$ cat src/logic/fsr_pkg.sv
package fsr_pkg;
	// Clock and blink timing
	localparam int ClkHz = 25_000_000;
	localparam int BlinkHalfMs = 200;
	localparam int BlinkHalfCycles = ClkHz / 1000 * BlinkHalfMs;
	localparam int BurstPauseHalves = 6;
	localparam int BurstNoLink = 3;
	localparam int BurstConflict = 4;
	localparam int BurstAddrSvc = 5;
	// Function code marker of a negative reply
	localparam logic [7:0] ErrFlag = 8'h80;
	// Exception codes
	localparam logic [7:0] ExIllegalFunc = 8'h01;
	localparam logic [7:0] ExIllegalAddr = 8'h02;
	localparam logic [7:0] ExIllegalValue = 8'h03;
	localparam logic [7:0] ExServerFail = 8'h04;
	localparam logic [7:0] ExAck = 8'h05;
	localparam logic [7:0] ExBusy = 8'h06;
	localparam logic [7:0] ExGwPath = 8'h0A;
	localparam logic [7:0] ExGwTarget = 8'h0B;
	// Drive operating states entered on error
	localparam logic [3:0] StateQuickStop = 4'h7;
	localparam logic [3:0] StateFault = 4'h9;
	// Error bit in status words
	localparam int ErrBit = 15;
	localparam logic [15:0] LastErrorReset = 16'h0000;
	// Lamp colour codes
	typedef enum logic [1:0] {LampOff, LampGreen, LampRed, LampYellow} fsr_lamp_e;
	// Request outcome supplied by the protocol engine
	typedef enum logic [3:0] {
		OutOk, OutMalformed, OutBadFunc, OutBadAddr, OutBadValue,
		OutFail, OutLong, OutBusy, OutGwPath, OutGwTarget
	} fsr_outcome_e;
endpackage : fsr_pkg

$ cat src/logic/fsr_blink_if.sv
`timescale 1ns/10ps
interface fsr_blink_if;
	logic phase;
	logic halfTick;
	modport source (output phase, output halfTick);
	modport sink (input phase, input halfTick);
endinterface : fsr_blink_if

$ cat src/logic/fsr_status_responder.sv
// Overview of operation
// - Activity lamps show link speed, flash traffic
// - Module lamp dark without IP; startup alternates
// - Module lamp shows ready, not-ready, error severity
// - Network lamp startup like module; off without IP unless ipConflict/addrService; link green
// - Network lamp bursts three, four, five flashes
// - Async error moves drive to state 7/9
// - Async error stores number, sets status bit
// - Positive reply echoes request function code
// - Negative reply ORs 80h into function code, carries exception code
// - Malformed unit closes connection, no reply
// - Codes 01, 02, 03 for function/address/value
// - Code 04 when processing failed
// - Code 05 acknowledges lengthy requests
// - Code 06 when busy; client model only counts it, no resend
// - Codes 0A and 0B for gateway errors
`timescale 1ns/10ps
module fsr_status_responder #(
	parameter int HalfCycles = fsr_pkg::BlinkHalfCycles
) (
	// Clock and reset
	input wire logic clk,
	input wire logic rst_n,
	// Port link state, from pins
	input wire logic [1:0] linkUp,
	input wire logic [1:0] linkFast,
	input wire logic [1:0] linkTraffic,
	// Module condition
	input wire logic ipSet,
	input wire logic startup,
	input wire logic ready,
	input wire logic errRecoverable,
	input wire logic errFatal,
	input wire logic ipConflict,
	input wire logic addrService,
	// Lamps
	output fsr_pkg::fsr_lamp_e actLampA,
	output fsr_pkg::fsr_lamp_e actLampB,
	output fsr_pkg::fsr_lamp_e moduleLamp,
	output fsr_pkg::fsr_lamp_e networkLamp,
	// Asynchronous error
	input wire logic asyncErr,
	input wire logic asyncErrQuickStop,
	input wire logic [15:0] asyncErrNumber,
	output logic [15:0] last_error_number,
	output logic errStatusBit,
	output logic [3:0] driveStateReq,
	output logic driveStateReqValid,
	// Request outcome and reply
	input wire logic reqValid,
	input wire logic [7:0] reqFunc,
	input wire fsr_pkg::fsr_outcome_e reqOutcome,
	output logic replyValid,
	output logic [7:0] replyFunc,
	output logic [7:0] replyExc,
	output logic replyHasExc,
	output logic closeConn
);
	fsr_blink_if blink ();

	fsr_blink_timer #(.HalfCycles(HalfCycles)) u_timer (
		.clk(clk),
		.rst_n(rst_n),
		.blink(blink.source)
	);

	// Pin synchronisers
	logic [5:0] pinMeta_reg, pinSync_reg;
	always_ff @(posedge clk)
	begin
		if (!rst_n)
		begin
			pinMeta_reg <= 6'h00;
			pinSync_reg <= 6'h00;
		end
		else
		begin
			pinMeta_reg <= {linkTraffic, linkFast, linkUp};
			pinSync_reg <= pinMeta_reg;
		end
	end

	function automatic fsr_pkg::fsr_lamp_e actColour(input logic up,
		input logic fast, input logic busy, input logic ph);
		fsr_pkg::fsr_lamp_e c;
		c = fast ? fsr_pkg::LampGreen : fsr_pkg::LampYellow;
		if (!up)
			actColour = fsr_pkg::LampOff;
		else if (busy && ph)
			actColour = fsr_pkg::LampOff;
		else
			actColour = c;
	endfunction : actColour

	// Burst sequencer
	logic [3:0] burstPos_reg, burstPos_next;
	logic [3:0] burstLen;
	logic burstOn;
	always_comb
	begin
		if (ipConflict)
			burstLen = 4'(fsr_pkg::BurstConflict);
		else if (addrService)
			burstLen = 4'(fsr_pkg::BurstAddrSvc);
		else
			burstLen = 4'(fsr_pkg::BurstNoLink);
		burstPos_next = burstPos_reg;
		if (blink.halfTick)
		begin
			if (burstPos_reg >= 4'(2 * burstLen + fsr_pkg::BurstPauseHalves - 1))
				burstPos_next = 4'h0;
			else
				burstPos_next = burstPos_reg + 4'h1;
		end
	end
	assign burstOn = (burstPos_reg < 4'(2 * burstLen)) && !burstPos_reg[0];

	always_ff @(posedge clk)
	begin
		if (!rst_n)
			burstPos_reg <= 4'h0;
		else
			burstPos_reg <= burstPos_next;
	end

	// Lamp logic
	fsr_pkg::fsr_lamp_e act_next [2];
	fsr_pkg::fsr_lamp_e mod_next, net_next;
	fsr_pkg::fsr_lamp_e mix;
	logic anyLink;
	always_comb
	begin
		anyLink = |pinSync_reg[1:0];
		mix = blink.phase ? fsr_pkg::LampRed : fsr_pkg::LampGreen;
		for (int i = 0; i < 2; i++)
			act_next[i] = actColour(pinSync_reg[i], pinSync_reg[2 + i],
				pinSync_reg[4 + i], blink.phase);
		if (startup)
			mod_next = mix;
		else if (!ipSet)
			mod_next = fsr_pkg::LampOff;
		else if (errFatal)
			mod_next = fsr_pkg::LampRed;
		else if (errRecoverable)
			mod_next = blink.phase ? fsr_pkg::LampOff : fsr_pkg::LampRed;
		else if (ready)
			mod_next = fsr_pkg::LampGreen;
		else
			mod_next = blink.phase ? fsr_pkg::LampOff : fsr_pkg::LampGreen;
		if (startup)
			net_next = mix;
		else if (ipConflict || addrService)
			net_next = burstOn ? fsr_pkg::LampGreen : fsr_pkg::LampOff;
		else if (!ipSet)
			net_next = fsr_pkg::LampOff;
		else if (anyLink)
			net_next = fsr_pkg::LampGreen;
		else
			net_next = burstOn ? fsr_pkg::LampGreen : fsr_pkg::LampOff;
	end

	always_ff @(posedge clk)
	begin
		if (!rst_n)
		begin
			actLampA <= fsr_pkg::LampOff;
			actLampB <= fsr_pkg::LampOff;
			moduleLamp <= fsr_pkg::LampOff;
			networkLamp <= fsr_pkg::LampOff;
		end
		else
		begin
			actLampA <= act_next[0];
			actLampB <= act_next[1];
			moduleLamp <= mod_next;
			networkLamp <= net_next;
		end
	end

	// Asynchronous error capture
	logic [15:0] lastErr_next;
	logic errBit_next;
	logic [3:0] state_next;
	always_comb
	begin
		lastErr_next = last_error_number;
		errBit_next = errStatusBit;
		state_next = driveStateReq;
		if (asyncErr)
		begin
			lastErr_next = asyncErrNumber;
			errBit_next = 1'b1;
			state_next = asyncErrQuickStop ? fsr_pkg::StateQuickStop
				: fsr_pkg::StateFault;
		end
	end

	always_ff @(posedge clk)
	begin
		if (!rst_n)
		begin
			last_error_number <= fsr_pkg::LastErrorReset;
			errStatusBit <= 1'b0;
			driveStateReq <= 4'h0;
			driveStateReqValid <= 1'b0;
		end
		else
		begin
			last_error_number <= lastErr_next;
			errStatusBit <= errBit_next;
			driveStateReq <= state_next;
			driveStateReqValid <= asyncErr;
		end
	end

	// Reply former
	logic rv_next, cc_next, he_next;
	logic [7:0] rf_next, re_next;
	always_comb
	begin
		rv_next = 1'b0;
		cc_next = 1'b0;
		he_next = 1'b0;
		rf_next = replyFunc;
		re_next = 8'h00;
		if (reqValid)
		begin
			rv_next = 1'b1;
			he_next = 1'b1;
			rf_next = reqFunc | fsr_pkg::ErrFlag;
			case (reqOutcome)
				fsr_pkg::OutOk:
				begin
					he_next = 1'b0;
					rf_next = reqFunc;
				end
				fsr_pkg::OutMalformed:
				begin
					rv_next = 1'b0;
					he_next = 1'b0;
					cc_next = 1'b1;
				end
				fsr_pkg::OutBadFunc: re_next = fsr_pkg::ExIllegalFunc;
				fsr_pkg::OutBadAddr: re_next = fsr_pkg::ExIllegalAddr;
				fsr_pkg::OutBadValue: re_next = fsr_pkg::ExIllegalValue;
				fsr_pkg::OutFail: re_next = fsr_pkg::ExServerFail;
				fsr_pkg::OutLong: re_next = fsr_pkg::ExAck;
				fsr_pkg::OutBusy: re_next = fsr_pkg::ExBusy;
				fsr_pkg::OutGwPath: re_next = fsr_pkg::ExGwPath;
				fsr_pkg::OutGwTarget: re_next = fsr_pkg::ExGwTarget;
				default: re_next = fsr_pkg::ExServerFail;
			endcase
		end
	end

	always_ff @(posedge clk)
	begin
		if (!rst_n)
		begin
			replyValid <= 1'b0;
			closeConn <= 1'b0;
			replyHasExc <= 1'b0;
			replyFunc <= 8'h00;
			replyExc <= 8'h00;
		end
		else
		begin
			replyValid <= rv_next;
			closeConn <= cc_next;
			replyHasExc <= he_next;
			replyFunc <= rf_next;
			replyExc <= re_next;
		end
	end

	// Checks
	a_pos_reply_func: assert property (@(posedge clk) disable iff (!rst_n)
		reqValid && reqOutcome == fsr_pkg::OutOk |=> replyValid
		&& !replyHasExc && replyFunc == $past(reqFunc))
		else $error("Positive reply function code wrong");
	a_neg_reply_func: assert property (@(posedge clk) disable iff (!rst_n)
		replyValid && replyHasExc |-> replyFunc[7] && replyExc != 8'h00)
		else $error("Negative reply lacks flag or code");
	a_malformed_close: assert property (@(posedge clk) disable iff (!rst_n)
		reqValid && reqOutcome == fsr_pkg::OutMalformed
		|=> closeConn && !replyValid)
		else $error("Malformed request not closed");
	a_busy_code: assert property (@(posedge clk) disable iff (!rst_n)
		reqValid && reqOutcome == fsr_pkg::OutBusy
		|=> replyExc == fsr_pkg::ExBusy)
		else $error("Busy code wrong");
	a_err_store: assert property (@(posedge clk) disable iff (!rst_n)
		asyncErr |=> last_error_number == $past(asyncErrNumber) && errStatusBit)
		else $error("Error number not stored");
	a_err_state: assert property (@(posedge clk) disable iff (!rst_n)
		asyncErr |=> driveStateReqValid && driveStateReq ==
		($past(asyncErrQuickStop) ? fsr_pkg::StateQuickStop : fsr_pkg::StateFault))
		else $error("Drive state not requested");
	a_mod_dark: assert property (@(posedge clk) disable iff (!rst_n)
		!ipSet && !startup ##1 !ipSet && !startup |-> moduleLamp == fsr_pkg::LampOff)
		else $error("Module lamp not dark");
	a_net_green: assert property (@(posedge clk) disable iff (!rst_n)
		(ipSet && !startup && !ipConflict && !addrService
		&& pinSync_reg[1:0] != 2'b00) |=> networkLamp == fsr_pkg::LampGreen)
		else $error("Network lamp not green");
endmodule : fsr_status_responder

$ cat src/logic/fsr_blink_timer.sv
`timescale 1ns/10ps
module fsr_blink_timer #(
	parameter int HalfCycles = fsr_pkg::BlinkHalfCycles
) (
	// Clock and reset
	input wire logic clk,
	input wire logic rst_n,
	// Blink timing
	fsr_blink_if.source blink
);
	logic [22:0] cnt_reg, cnt_next;
	logic phase_reg, phase_next;
	logic wrap;

	assign wrap = (cnt_reg == 23'(HalfCycles - 1));

	always_comb
	begin
		cnt_next = wrap ? 23'h00_0000 : cnt_reg + 23'h00_0001;
		phase_next = wrap ? ~phase_reg : phase_reg;
	end

	// Fixed-period blink base
	always_ff @(posedge clk)
	begin
		if (!rst_n)
		begin
			cnt_reg <= 23'h00_0000;
			phase_reg <= 1'b0;
		end
		else
		begin
			cnt_reg <= cnt_next;
			phase_reg <= phase_next;
		end
	end

	assign blink.phase = phase_reg;
	assign blink.halfTick = wrap;
endmodule : fsr_blink_timer

$ cat config.mk
export PLATFORM = sky130hd
export DESIGN_NAME = fsr_status_responder
export DESIGN_NICKNAME = d
export VERILOG_FILES = /design/src/logic/fsr_pkg.sv /design/src/logic/fsr_blink_if.sv /design/src/logic/fsr_status_responder.sv /design/src/logic/fsr_blink_timer.sv
export SDC_FILE = /design/constraint.sdc
export NUM_CORES = 1
export LEC_CHECK = 0
export BUFFER_PORTS_ARGS = -buffer_cell sky130_fd_sc_hd__buf_2
export CORE_MARGIN = 2
export CORE_UTILIZATION = 35
export CTS_CLUSTER_SIZE = 25
export DETAILED_ROUTE_END_ITERATION = 10
export HOLD_SLACK_MARGIN = 0.06
export MAX_ROUTING_LAYER = met4
export RECOVER_POWER = 50
export SYNTH_ARGS = -nofsm -noshare
export SYNTH_HDL_FRONTEND = slang
export SYNTH_SLANG_ARGS = --single-unit
$ cat constraint.sdc
create_clock -name clk -period 2 [get_ports clk]
set_input_delay 0.3 -clock clk [delete_from_list [all_inputs] [get_ports clk]]
set_output_delay 0.3 -clock clk [all_outputs]
set_load 0.01 [all_outputs]
==> impl_results.md <==
* Clock-pin transition on the worst setup and hold timing paths at 90 ps
* Root buffer cell: clkbuf_8
* Ys Warns at 0
* Clk pwr share at 40.3%
* DP Wirelength at 4390 µm
* Flop pwr share at 51.5%
* Max Cap Violations at 0
* Aggregate global-route resource usage at 12.8%
* Post-CTS Setup Bufs at 0
* Library cells used by synthesis at 43
* Congestion Overflow GR at 0
* Hold WC Path Type: in -> reg
* Final setup vio count at 0
* Mux contribution to synthesized area at 8.09%
* Worst slew pin tran at 743 ps
* Gate Count Post-Synth at 332
* Outcome: finished clean
* Flop-to-flop setup slack at 190 ps
* Layout cells sized above 1 at 24.8%
* Worst R2R Start: u_timer.cnt_reg[0]
* Dpl cells at 520
* Most frequent cell after synthesis: dfxtp_1
* Num rows at 34
* Worst-path maximum fanout at 25
* H-Tree Depth at 3
* Clock Tree Buf Depth at 2
* Pin count of the biggest net entering global routing at 32
* WP data arrival at 2040 ps
* DR vias at 2,458
* Top cell type's share of synthesized area at 51.7%
* CP Capture Type: flop
* Synth area leaders: dfxtp_1 (52%), mux2i_1 (8.1%), nor2_1 (7.8%)
* Post-synth top area cell: dfxtp_1
* P_int at 2570 µW
* Combinational share of power at 8.1%
* Final Core Density at 44.8%
* Fmax at 0.553 GHz
* FILL cells at 851
* Post-Route WL at 6140 µm
* Commonest cells in the netlist: dfxtp_1 (83), nor2_1 (67), mux2i_1 (26)
* Die area at 9970 µm²
* Starting DRC count in detailed routing at 109
* Synth async-reset ratio at 0%
* Leakage at 0.00180 µW
* Inserted Clock Buffers at 9
* Final count of hold timing violations at 0
* Mapped cell area at 3220 µm²
* Worst EP required at 2230 ps
* Post-Layout Cell Count at 536
* Worst setup SP type: flop
* Vias/cell at 4.59
* Initial antenna violation count at 0
* Area grow syn2layout at 22.7%
* CORE AREA at 8810 µm²
* Final Max Slew Viols at 0
* Final nets at 476
* Diode count at 0
* RR Endpoint: burstPos_reg[2]
* Minimum clock period at 1810 ps
* RSZ-0062 raised after global routing: false
* Complex-gate fraction of the synthesized area at 4.67%
* Max FFs per register at 23
* Initial DRT Pass Iterations at 4
* Clock sinks at 83
* Critical Path Sink: burstPos_reg[2]
* Yosys reg bits at 83
* PortBufs at 90
* Syn Area/Cell at 9.69 µm²
* Crit path from: u_timer.cnt_reg[0]
* R2r worst-path depth at 7
* Net Sw Power at 821 µW
* Slew headroom at 50.5%
* Post-synthesis sequential area ratio at 51.7%
* Post-CTS Resized at 0
* Main synth FF type: dfxtp_1
* Die Y at 99.9 µm
* I/O pin count at 95
* Final antenna-violating net count at 0
* Synth Area in Simple Gates at 21.7%
* Critical path type: reg -> reg
* Peak supply drop at 0.457 mV
* DRC at 0
* WL per Instance at 11.5 µm
* TritonCTS clock tree: built
* Tcrit/Tclk final at 90.5%
* First-pass GRT wire length at 10,200 µm
* Initial Util at 36.5%
* GP Congestion at 0.782
* Largest family of logic cells by synthesized area: simple AND/OR/NAND/NOR gates
* Worst Skew at 7.90 ps
* Xor/xnor cell area share of the yosys netlist at 5.99%
* CTS Hold Bufs at 0
* Post-synth EDFFs at 0
* Worst-Skew Late Latency at 350 ps
* Sw Share at 24.2%
* Die W at 99.9 µm
* Post-Synth Adder-Cell Area at 2.72%
* Vias in the first global route at 2,259
* Setup_tns at 0 ps
* Pwr Density at 860 nW/µm²
==> cell type report <==
type                    instances  area, µm²  area share [%]
repair buffers                 95        483            12.2
clock inverters                 7        106            2.69
inverters                       9       33.8           0.856
clock buffers                   9        124            3.14
flip-flops and latches         83       1660            42.1
well taps                     108        135            3.42
multi-input cells             225       1400            35.5
==> placed cells by master (no fill, tap or decap), types with 4 or more instances in the layout <==
cell type  count
and2_0         6
o21ai_0        5
xnor2_1        7
nand4_1       10
mux2i_1       26
nor2_1        67
ha_1           7
clkbuf_8       9
nor3_1         5
buf_2         78
clkbuf_1      12
and2_1         7
dfxtp_1       83
xor2_1        15
a21oi_1       11
inv_1          9
nand3_1       12
nand2_1       14
conb_1         4
==> power by group through the flow <==
stage / registers, µW / logic [µW] / clock network [µW]
global placement: 1790 / 279 / 0
detailed placement: 1790 / 284 / 0
floorplan: 1810 / 156 / 0
CTS: 1750 / 284 / 1430
finish: 1750 / 276 / 1370
global route: 1760 / 310 / 1500
==> per-layer routing <==
metal / up-vias / wire length (µm) / global-route usage (%)
li1: 1284 / - / -
met1: 1107 / 3010 / 17.0
met2: 58 / 2760 / 18.8
met3: 9 / 313 / 3.41
met4: 0 / 65 / 4.95
met5: - / 0 / -
==> worst max-delay path, stage by stage, from the launching register on <==
cell and delay (ps):
dfxtp_1 380, ha_1 220, and3_1 200, nand3_1 160
nor3_4 260, nand2b_1 190, buf_12 190, o211ai_1 90
==> worst min path at each step <==
| stage | start | to | cells after the start | slack [ps] |
|---|---|---|---|---|
| 6_report | asyncErrQuickStop | driveStateReq[3] | 2 | 140 |
| 5_1_grt | asyncErrQuickStop | driveStateReq[3] | 2 | 110 |
| 4_1_cts | asyncErrQuickStop | driveStateReq[3] | 2 | 110 |
| 3_5_place_dp | pinSync_reg[2] | actLampA[1] | 1 | 380 |
| 3_3_place_gp | pinSync_reg[2] | actLampA[1] | 1 | 370 |
| 2_1_floorplan | pinSync_reg[2] | actLampA[1] | 1 | 370 |
==> cells by family after synthesis <==
group | after synthesis
AOI/OAI and AO/OA | 25
xor gates and xnor gates | 22
adders and majority gates | 7
buffers and inverters | 27
DFF | 83
muxes | 26
other | 1
and+or+nand+nor | 141
==> through the flow <==
step / hold WS, ps / setup WS (ps) / cell area [µm²] / power [µW]
after global placement: 370 / 259 / 3730 / 2060
after floorplan: 367 / 307 / 3230 / 1960
after CTS: 106 / 165 / 3960 / 3470
after detailed placement: 376 / 199 / 3730 / 2070
after global routing: 110 / 66.0 / 3950 / 3560
final: 138 / 191 / 3950 / 3390
(Power assumes the default switching activity.)
